## config.mk

```make
export PLATFORM = sky130hd
export DESIGN_NAME = status_transition_filter
export DESIGN_NICKNAME = d
export VERILOG_FILES = /design/src/rtl/status_transition_filter.v
export VERILOG_INCLUDE_DIRS = /design/src /design/src/rtl
export SDC_FILE = /design/constraint.sdc
export NUM_CORES = 1
export LEC_CHECK = 0
export BUFFER_PORTS_ARGS = -buffer_cell sky130_fd_sc_hd__buf_2
export CAP_MARGIN = 25
export CORE_UTILIZATION = 45
export DETAILED_ROUTE_END_ITERATION = 8
export GPL_TIMING_DRIVEN = 1
export HOLD_SLACK_MARGIN = 0.08
export SETUP_SLACK_MARGIN = 0.1
export SLEW_MARGIN = 20
export SYNTH_ARGS = -nofsm -noshare
export SYNTH_HDL_FRONTEND = slang
export SYNTH_SLANG_ARGS = --single-unit
```

## constraint.sdc

```tcl
create_clock -name clk -period 9.6 [get_ports clk]
set_clock_uncertainty 0.2 [all_clocks]
set_input_delay 0.48 -clock clk [delete_from_list [all_inputs] [get_ports clk]]
set_output_delay 0.48 -clock clk [all_outputs]
set_load 0.01 [all_outputs]
```

## src/rtl/status_filter_defines.vh

```
// constants for the operation status transition filter
`ifndef STATUS_FILTER_DEFINES_VH
`define STATUS_FILTER_DEFINES_VH
`define REG_W              16
`define OPERATION_SUMMARY_BIT_DEFINED_W     7
`define QUES_DEFINED_W     13
`define SEL_COND           3'h0
`define SEL_EVENT          3'h1
`define SEL_ENABLE         3'h2
`define SEL_FALL           3'h3
`define SEL_RISE           3'h4
`define SEL_QFALL          3'h5
`define SEL_QRISE          3'h6
`define SEL_QENABLE        3'h7
`define OPERATION_SUMMARY_BIT_FALL_RESET    16'h0000
`define OPERATION_SUMMARY_BIT_RISE_RESET    16'h007F
`define OPERATION_SUMMARY_BIT_ENABLE_RESET  16'h0000
`define QUES_FALL_RESET    16'h0000
`define QUES_RISE_RESET    16'h1FFF
`define QUES_ENABLE_RESET  16'h0000
`define BIT_CONST_VOLTAGE  0
`define BIT_CONST_CURRENT  1
`define BIT_OUTPUT_OFF     2
`define BIT_MEAS_WAIT      3
`define BIT_TRAN_WAIT      4
`define BIT_MEAS_ACTIVE    5
`define BIT_TRAN_ACTIVE    6
`define SUMMARY_BIT        7
`endif

```

## src/rtl/status_transition_filter.v

```verilog
// per-channel operation status condition, transition filter, event and enable registers
`include "status_filter_defines.vh"

// Overview of operation
// falling-edge mask bit set: a 1-to-0 condition change sets the event bit
// rising-edge mask bit set: a 0-to-1 condition change sets the event bit
// both mask bits set: either direction of change sets the event bit
// both mask bits clear: that event bit is never set by transitions
// condition bits: 0 constant voltage, 1 constant current, 2 output off
// bits 3/4 meas/transient wait trigger, bits 5/6 meas/transient initiated
// unused bits 7 to 15 always read back as zero
// both mask registers are writable and read back as weighted values
// a mask read returns the binary-weighted sum of set bits
// each access names one or more channels; writes go to every listed channel
// preset clears every falling-edge mask bit
// preset sets rising-edge mask to all defined bits, value 127
// preset clears enables, sets questionable rise mask 8191, clears its fall mask
// event bits stay set until event read or clear-status command
// summary bit 7 is the OR of enabled event bits
// edges compare with last cycle's condition; edge set wins over read-clear
module status_transition_filter #(
    parameter CHANNELS = 4
) (
    input  wire                        clk,
    input  wire                        reset,
    input  wire                        clk_en,
    input  wire [CHANNELS*7-1:0]       operation_summary_bit_cond_in,
    input  wire                        acc_valid,
    input  wire                        acc_write,
    input  wire [2:0]                  acc_sel,
    input  wire [CHANNELS-1:0]         acc_chan,
    input  wire [15:0]                 acc_wdata,
    input  wire                        preset_cmd,
    input  wire                        clear_status_cmd,
    output reg  [15:0]                 acc_rdata,
    output reg                         acc_rvalid,
    output reg  [CHANNELS-1:0]         operation_summary_bit
);
    localparam DW = `OPERATION_SUMMARY_BIT_DEFINED_W;
    localparam QW = `QUES_DEFINED_W;

    // full-width reset and preset words, sliced to the defined width where used,
    // so the constants stay sixteen bits like the registers they describe
    localparam [15:0] FALL_WORD    = `OPERATION_SUMMARY_BIT_FALL_RESET;
    localparam [15:0] RISE_WORD    = `OPERATION_SUMMARY_BIT_RISE_RESET;
    localparam [15:0] ENABLE_WORD  = `OPERATION_SUMMARY_BIT_ENABLE_RESET;
    localparam [15:0] QFALL_WORD   = `QUES_FALL_RESET;
    localparam [15:0] QRISE_WORD   = `QUES_RISE_RESET;
    localparam [15:0] QENABLE_WORD = `QUES_ENABLE_RESET;

    // per-channel summary, collected here so one process owns the output flops
    wire [CHANNELS-1:0] nxt_summary;

    // lowest listed channel answers a read; one value per reply
    // searching from the top down leaves the lowest listed channel selected
    reg [CHANNELS-1:0] rd_onehot;
    integer k;
    always @* begin
        rd_onehot = {CHANNELS{1'b0}};
        for (k = CHANNELS - 1; k >= 0; k = k - 1) begin
            if (acc_chan[k]) begin
                rd_onehot = {CHANNELS{1'b0}};
                rd_onehot[k] = 1'b1;
            end
        end
    end

    wire [CHANNELS*16-1:0] rd_flat;

    genvar g;
    generate
        for (g = 0; g < CHANNELS; g = g + 1) begin : chan
            // named condition flags; each sits at the weight of its register bit
            wire const_voltage_flag     = operation_summary_bit_cond_in[g*DW + `BIT_CONST_VOLTAGE];
            wire const_current_flag     = operation_summary_bit_cond_in[g*DW + `BIT_CONST_CURRENT];
            wire output_off_flag        = operation_summary_bit_cond_in[g*DW + `BIT_OUTPUT_OFF];
            wire meas_trigger_wait      = operation_summary_bit_cond_in[g*DW + `BIT_MEAS_WAIT];
            wire transient_trigger_wait = operation_summary_bit_cond_in[g*DW + `BIT_TRAN_WAIT];
            wire meas_active_flag       = operation_summary_bit_cond_in[g*DW + `BIT_MEAS_ACTIVE];
            wire transient_active_flag  = operation_summary_bit_cond_in[g*DW + `BIT_TRAN_ACTIVE];

            // live condition word, rebuilt from the flags at their bit positions
            wire [DW-1:0] cond;
            assign cond[`BIT_CONST_VOLTAGE] = const_voltage_flag;
            assign cond[`BIT_CONST_CURRENT] = const_current_flag;
            assign cond[`BIT_OUTPUT_OFF]    = output_off_flag;
            assign cond[`BIT_MEAS_WAIT]     = meas_trigger_wait;
            assign cond[`BIT_TRAN_WAIT]     = transient_trigger_wait;
            assign cond[`BIT_MEAS_ACTIVE]   = meas_active_flag;
            assign cond[`BIT_TRAN_ACTIVE]   = transient_active_flag;

            // operation group state: last condition, masks, events, enables
            reg  [DW-1:0] cond_prev_ff;
            reg  [DW-1:0] fall_ff;
            reg  [DW-1:0] rise_ff;
            reg  [DW-1:0] event_ff;
            reg  [DW-1:0] enable_ff;

            // questionable group registers; only reset, preset and writes touch them here
            reg  [QW-1:0] qfall_ff;
            reg  [QW-1:0] qrise_ff;
            reg  [QW-1:0] qenable_ff;

            // readback word and access decode for this channel
            reg  [15:0]   rd_val;
            wire          sel_ch = acc_valid & acc_chan[g];
            wire          wr     = sel_ch & acc_write;
            wire          rd_evt = acc_valid & ~acc_write & rd_onehot[g]
                                   & (acc_sel == `SEL_EVENT);
            // direction of change against last cycle's registered condition
            wire [DW-1:0] went_low  = cond_prev_ff & ~cond;
            wire [DW-1:0] went_high = ~cond_prev_ff & cond;

            // edge sets: masks decide which direction latches
            wire [DW-1:0] edge_set = (went_low & fall_ff)
                                   | (went_high & rise_ff);

            // event next value; a fresh edge survives a read or clear-status,
            // so a transition landing on the clearing cycle is never lost
            reg  [DW-1:0] nxt_event;
            always @* begin
                nxt_event = event_ff | edge_set;
                if (rd_evt | clear_status_cmd)
                    nxt_event = edge_set;
            end

            // summary of enabled events, registered with the other outputs
            assign nxt_summary[g] = |(event_ff & enable_ff);

            // readback, zero-extended so unused bits read zero
            always @* begin
                case (acc_sel)
                    `SEL_COND:    rd_val = {9'h000, cond};
                    `SEL_EVENT:   rd_val = {9'h000, event_ff};
                    `SEL_ENABLE:  rd_val = {9'h000, enable_ff};
                    `SEL_FALL:    rd_val = {9'h000, fall_ff};
                    `SEL_RISE:    rd_val = {9'h000, rise_ff};
                    `SEL_QFALL:   rd_val = {3'h0, qfall_ff};
                    `SEL_QRISE:   rd_val = {3'h0, qrise_ff};
                    `SEL_QENABLE: rd_val = {3'h0, qenable_ff};
                    default:      rd_val = 16'h0000;
                endcase
            end
            assign rd_flat[g*16 +: 16] = rd_val;

            // masks: preset overrides a same-cycle write
            // a write landing with a preset is dropped; the preset is the stronger action
            always @(posedge clk or posedge reset) begin
                if (reset) begin
                    fall_ff    <= FALL_WORD[DW-1:0];
                    rise_ff    <= RISE_WORD[DW-1:0];
                    enable_ff  <= ENABLE_WORD[DW-1:0];
                    qfall_ff   <= QFALL_WORD[QW-1:0];
                    qrise_ff   <= QRISE_WORD[QW-1:0];
                    qenable_ff <= QENABLE_WORD[QW-1:0];
                end else if (clk_en) begin
                    if (preset_cmd) begin
                        fall_ff    <= FALL_WORD[DW-1:0];
                        rise_ff    <= RISE_WORD[DW-1:0];
                        enable_ff  <= ENABLE_WORD[DW-1:0];
                        qfall_ff   <= QFALL_WORD[QW-1:0];
                        qrise_ff   <= QRISE_WORD[QW-1:0];
                        qenable_ff <= QENABLE_WORD[QW-1:0];
                    end else if (wr) begin
                        // bits above the defined width are dropped on write
                        case (acc_sel)
                            `SEL_FALL:    fall_ff    <= acc_wdata[DW-1:0];
                            `SEL_RISE:    rise_ff    <= acc_wdata[DW-1:0];
                            `SEL_ENABLE:  enable_ff  <= acc_wdata[DW-1:0];
                            `SEL_QFALL:   qfall_ff   <= acc_wdata[QW-1:0];
                            `SEL_QRISE:   qrise_ff   <= acc_wdata[QW-1:0];
                            `SEL_QENABLE: qenable_ff <= acc_wdata[QW-1:0];
                            // condition and event are read-only: writes fall through
                            default:      fall_ff    <= fall_ff;
                        endcase
                    end
                end
            end

            // last-cycle condition and sticky event flops
            // clear-status reaches every channel at once; a read clears only this one
            always @(posedge clk or posedge reset) begin
                if (reset) begin
                    cond_prev_ff <= {DW{1'b0}};
                    event_ff     <= {DW{1'b0}};
                end else if (clk_en) begin
                    cond_prev_ff <= cond;
                    event_ff     <= nxt_event;
                end
            end
        end
    endgenerate

    // read reply registered; one cycle after the request
    reg [15:0] rd_mux;
    integer j;
    always @* begin
        rd_mux = 16'h0000;
        for (j = 0; j < CHANNELS; j = j + 1) begin
            if (rd_onehot[j])
                rd_mux = rd_flat[j*16 +: 16];
        end
    end

    // a read that names at least one channel earns an answer; an empty list
    // still loads zero into rdata but raises no valid
    wire rd_req   = acc_valid & ~acc_write;
    wire rd_named = rd_req & (|acc_chan);

    // every output of the block leaves one of these flops
    always @(posedge clk or posedge reset) begin
        if (reset) begin
            acc_rdata             <= 16'h0000;
            acc_rvalid            <= 1'b0;
            operation_summary_bit <= {CHANNELS{1'b0}};
        end else if (clk_en) begin
            acc_rvalid            <= rd_named;
            operation_summary_bit <= nxt_summary;
            if (rd_req)
                acc_rdata <= rd_mux;
        end
    end
endmodule

```

==> results of run 1 <==
power by group:
part           switching, mW  internal [mW]  total (mW)
combinational          0.329          0.236       0.565
sequential             0.141           1.58        1.72
clock                  0.552          0.906        1.46
total                   1.02           2.72        3.74
worst max-delay path, stage by stage:
cell and delay (ps):
buf_4 660, buf_4 570, nand2_1 470, o21bai_4 350, nand3_2 610, nand2_1 280, o21ai_1 90
per-layer routing:
layer	track usage [%]	wire (µm)	share of wire [%]
met5	0	55	0.12
met2	44.5	21300	46
met4	7.63	993	2.1
met1	39.1	20700	45
met3	5.35	3330	7.2
synth_stat cells (4+ instances only):
master	count	area, µm²
o21ai_0	208	1040
nand2_1	301	1130
mux2_2	57	642
o221a_1	5	56.3
o21ai_1	93	465
o2bb2ai_1	9	78.8
a222oi_1	4	40.0
a31o_2	4	35.0
mux4_2	12	270
dfstp_2	80	2100
nand2b_1	33	206
clkbuf_1	45	169
dfrtp_1	234	5860
buf_4	12	90.1
a22oi_1	35	263
a41oi_1	4	35.0
a22o_1	33	289
inv_1	12	45.0
o21a_1	6	45.0
nor2b_1	12	75.1
and3b_1	5	43.8
buf_6	9	101
mux2i_1	35	350
nand3_1	5	25.0
buf_2	32	160
nor2_1	44	165
o22ai_1	22	138
a211oi_1	4	30.0
o221ai_1	5	43.8
a221oi_1	12	105
nand3_2	4	40.0
a21oi_1	17	85.1
nand3b_1	28	210
a221oi_2	4	60.1
area by class of cell:
cell class,instances,share of cell area (%)
Clock inverter,9,0.998
Sequential cell,314,46.7
Timing Repair Buffer,115,5.01
Tap cell,442,3.24
Multi-Input combinational cell,1047,37.3
Clock buffer,56,6.32
Inverter,15,0.374
Antenna cell,1,0.0147
through the flow:
stage	util, %	worst slack [ps]	instances	hold slack [ps]
final	52.4	6150	1999	83.8
after global routing	52.4	6020	1998	82.1
after CTS	52.0	6250	1992	81.4
after detailed placement	47.4	5720	1902	270
after global placement	47.3	5710	1899	258
after floorplan	-	366	1477	244
kinds of logic (layout without fill, tap and decap cells):
family          Yosys count  count (layout)  synth area share, %
mux                     107             107                 8.70
simple gates            450             450                 13.6
flops                   314             314                 53.4
compound gates          487             487                 20.3
buf+inv                 116             195                 3.96
other cells               1               4               0.0252
final timing paths:
| check | cells past startpoint | startpoint | slack [ps] | end |
|---|---|---|---|---|
| min | 2 | operation_summary_bit_cond_in[21] | 80 | chan[3].cond_prev_ff[0] |
| max reg2reg | 5 | chan[0].fall_ff[6] | 7600 | acc_rdata[6] |
| max in group asynchronous | 5 | reset | 7260 | chan[1].qfall_ff[12] |
| min reg2reg | 2 | chan[1].qrise_ff[9] | 280 | chan[1].qrise_ff[9] |
| max | 7 | acc_sel[0] | 6150 | chan[2].qenable_ff[0] |
| min in group asynchronous | 3 | reset | 340 | chan[2].fall_ff[5] |
sequential cells by signal (all words and copies together), names as in the netlist:
register,flops
acc_rdata,13
chan.rise_ff,28
chan.qrise_ff,52
chan.qfall_ff,52
chan.qenable_ff,52
chan.cond_prev_ff,28
chan.fall_ff,28
operation_summary_bit,4
chan.enable_ff,28
chan.event_ff,28
acc_rvalid,1
repair_timing:
| item | CTS | global route |
|---|---|---|
| endpoints found under the hold margin | 76 | 0 |
| hold buffers | 25 | 0 |
| setup buffers | 0 | 0 |
==> run_results.csv, run 1 <==
group,metric,value,unit
die,pin_count,79,
grt,antenna_found_initial,5,
cts,clock_path_buffers,3,
finish,nFillCells,3063,
routing,drt_iter0_markers,1021,
flow_run,cap_violations,0,
synth,synth_async_sr_flop_share,100,%
routing,drc,0,
routing,ant_nets,0,
setup_path,crit_fanout,59,
timing,drv_slew,0,
power,power_density,220,nW/µm²
die,die-area,33800,µm²
setup_path,critPathArrivalTime,3620,ps
die,start_util,45.8,%
grt,grt_max_degree,195,
finish,multi_input_area,6360,µm²
cts,cts.reportedPaths.clkPinSlew,60,ps
grt,track_usage,28.0,%
synth,syn_inst,1475,
timing,worst_slew_pin_slew,1080,ps
timing,rsz0062_at_grt,"false",
power,peakVddDrop,0.174,mV
finish,area_growth,14.4,%
power,power,3.74,mW
die,rows,66,
finish,final_area,17000,µm²
setup_path,worst_setup_path_start_kind,"input pin",
setup_path,crit_type,"in2reg",
synth,ys_seq_area_share,53.4,%
hold_path,hp-class,"in2reg",
setup_path,crit_required,9770,ps
cts,numCtsBuffers,37,
finish,num-nets-final,1588,
grt,grt-ovfl-total,0,
synth,synth_edf_count,0,
synth,syn_area,14900,µm²
power,power.leakage,7.29,nW
routing,avgViaCountPerCell,5.87,
finish,final_cell_mix,"nand2_1, dfrtp_1, o21ai_0",
placement,numPortBuffers,72,
synth,synth.yosys.warnings,0,
routing,drt-wirelength-per-cell,23.2,µm
cts,cts_sinks,314,
cts,cts_resized,0,
placement,postPlaceCellArea,15400,µm²
outcome,status,"finished, final reports clean",
timing,max-slew-margin-rel,27.8,%
cts,cts_tree,"done",
timing,fin_crit_sh,35.9,%
finish,final_common_cell,"nand2_1",
grt,grt_pass1_wl,70700,µm
placement,gp_congestion,0.841,
cts,clock_latency,520,ps
synth,synthFlopType,"dfrtp_1",
timing,fmax,290,MHz
placement,hpwl,28900,µm
synth,synth-seq-cells,314,
timing,setup_violations,0,
routing,drt_first_pass_iters,8,
die,die_y,184,µm
cts,htreeDepth,2,
finish,register_area,7960,µm²
routing,wl,46300,µm
setup_path,crit_path_end_kind,"register",
die,die_w,184,µm
grt,grt_pass1_vias,11371,
routing,via_count,11726,
synth,synth.distinct_cells,65,
timing,fin_tns_setup,0,ps
die,core,32500,µm²
finish,drive_gt1_share,20.3,%
timing,min_period,3450,ps
synth,syn_avg_cell_area,10.1,µm²
timing,hold_viol,0,
cts,root_buffer,"clkbuf_16",
(Power assumes the default switching activity.)
==> run 2: changes to the inputs <==
- clock period: 9.6 -> 3.39 ns (I/O delays scaled with it)
==> run 2 against run 1 <==
Against the previous run: clock power increased to 2.6 times the previous value; combinational power grew to 2.9 times the previous value; worst hold slack improved by 42 ps; setup slack got worse by 5300 ps; sequential power rose to 2.8 times the previous value; die area unchanged; non-clock buffer count increased by 59; flip-flop and latch count unchanged; first-iteration DRC count is 7.6% lower; global-route usage grew 0.79 points; sequential share of layout area down 0.92 points; total power grew to 2.7 times the previous value; critical path type unchanged; largest cell class unchanged.
==> run_results.csv, run 2 (synthesized netlist as in run 1, its figures left out) <==
group,metric,value,unit
timing,rsz0062_at_grt,"false",
grt,antenna_found_initial,1,
hold_path,hp-class,"in2reg",
finish,reg.largest.list,"chan.qenable_ff x52, chan.qfall_ff x52, chan.qrise_ff x52",
outcome,status,"finished, final reports clean",
grt,grt_pass1_vias,11958,
power,p_switching,2.91,mW
placement,postPlaceCellArea,15700,µm²
timing,fmax,394,MHz
setup_path,critical_path.max_stage_delay,530,ps
grt,track_usage,28.8,%
setup_path,path_cells,"dlygate4sd3_1, buf_4, buf_4, o21a_1, nand2_1, buf_4, nand2_1, o21ai_1",
setup_path,crit_type,"in2reg",
flow_run,cap_violations,0,
placement,hpwl,30700,µm
setup_path,crit_fanout,32,
grt,grt_busiest_layer,"met2",
power,p_sw_share,28.3,%
routing,via_count,11879,
die,core,32500,µm²
routing,drt_first_pass_iters,5,
power,seqPwrFrac,47.5,%
cts,root_buffer,"clkbuf_16",
setup_path,critPathSlowestCell,"dlygate4sd3_1",
power,peakVddDrop,0.430,mV
cts,numCtsBuffers,36,
setup_path,crit_path_end_kind,"register",
cts,htreeDepth,2,
routing,drt-wirelength-per-cell,22.9,µm
power,clkPwrFrac,36.5,%
setup_path,worst_setup_path_start_kind,"input pin",
die,die-area,33800,µm²
routing,avgViaCountPerCell,5.77,
setup_path,crit_path_frequent_cell,"buf_4",
finish,num-nets-final,1646,
timing,fin_crit_sh,74.9,%
grt,grt_pass1_wl,73100,µm
placement,placedCellCount,1934,
finish,drive_gt1_share,21.0,%
timing,fin_ws,852,ps
timing,setup_violations,0,
cts,clock_latency,520,ps
placement,gp_congestion,0.861,
die,die_w,184,µm
finish,final_area,17400,µm²
timing,fin_tns_setup,0,ps
cts,cts_sinks,314,
finish,final_cell_mix,"nand2_1, dfrtp_1, o21ai_0",
power,power.leakage,7.47,nW
grt,grt-ovfl-total,0,
finish,area_growth,16.7,%
finish,antenna_cells,0,
grt,met2_usage,46.7,%
cts,cts.reportedPaths.clkPinSlew,60,ps
placement,dp_slack,694,ps
power,p_int,7.37,mW
grt,grt_use_met1,39.6,%
cts,clock_path_buffers,3,
timing,max-slew-margin-rel,24.9,%
timing,hold_viol,0,
placement,numPortBuffers,72,
grt,use_met3,4.52,%
die,die_y,184,µm
setup_path,critPathArrivalTime,2720,ps
power,power_density,591,nW/µm²
timing,min_period,2540,ps
routing,drc,0,
timing,drv_slew,0,
cts,cts_tree,"done",
routing,ant_nets,0,
finish,stdcell_count,2058,
routing,wl,47100,µm
finish,final_common_cell,"nand2_1",
timing,worst_slew_pin_slew,1120,ps
die,rows,66,
power,comb_power_share,16.0,%
cts,postCtsSetupBuffers,0,
die,start_util,45.8,%
die,pin_count,79,
routing,drt_iter0_markers,943,
setup_path,crit_required,3580,ps
grt,grt_max_degree,88,
-- run 2: changes by cell type in the layout (fill, tap and decap cells not counted), sizes merged --
| cell | before | now |
|---|---|---|
| dlygate4sd3 | 25 | 58 |
| buf | 90 | 116 |
| bufinv | 5 | 1 |
| clkinv | 5 | 9 |
| clkbuf | 56 | 54 |
| clkinvlp | 0 | 2 |
| diode | 1 | 0 |
| inv | 14 | 15 |
-- run 2: final timing paths --
path	from	slack, ps	depth (start not counted)	end
min in group asynchronous	reset	140	3	chan[3].event_ff[3]
worst min-delay path	acc_write	130	5	acc_rdata[7]
worst min register to register	chan[1].qrise_ff[6]	280	2	chan[1].qrise_ff[6]
worst max register to register	chan[0].enable_ff[6]	1440	5	acc_rdata[6]
worst max-delay path	clk_en	850	8	chan[0].qfall_ff[12]
max in group asynchronous	reset	1930	4	chan[2].qrise_ff[9]
-- run 2: area by class of cell --
| cell class | instances | area, µm² |
|---|---|---|
| Multi-Input combinational cell | 1047 | 6360 |
| Inverter | 15 | 60.1 |
| Fill cell | 2976 | 15200 |
| Timing Repair Buffer | 174 | 1330 |
| Clock inverter | 12 | 98.8 |
| Clock buffer | 54 | 1030 |
| Sequential cell | 314 | 7960 |
| Tap cell | 442 | 553 |
-- run 2: per-layer routing --
metal  share of wire, %  vias to the layer above
met5              0.025                        -
met4                2.8                        2
met3                5.9                       82
met2                 46                      400
met1                 45                     5869
li1                   -                     5526
-- run 2: stage by stage --
step	power [mW]	utilization (%)	hold slack [ps]
2_1_floorplan	5.92	-	121
3_3_place_gp	6.46	48.2	134
3_5_place_dp	6.52	48.2	141
4_1_cts	10.3	53.4	95.0
5_1_grt	10.8	53.4	156
6_report	10.3	53.4	125
-- run 2: repair_timing --
action                    CTS  global route
hold endpoints to repair  281             0
hold buffers               58             0
gates resized for setup     0             0
-- run 2: power groups by stage --
stage                     Combinational (mW)  Sequential, mW  Clock, mW
after floorplan                         1.12            4.81          0
after global placement                  1.55            4.91          0
after detailed placement                1.59            4.93          0
after CTS                               1.65            4.87       3.80
after global routing                    1.84            4.95       3.97
final                                   1.65            4.88       3.75
-- run 2: critical path: cells and delay by family --
family / cells / cell delay [ps]
and+or+nand+nor: 2 / 460
buffers and inverters: 4 / 1740
AOI/OAI and AO/OA: 2 / 320
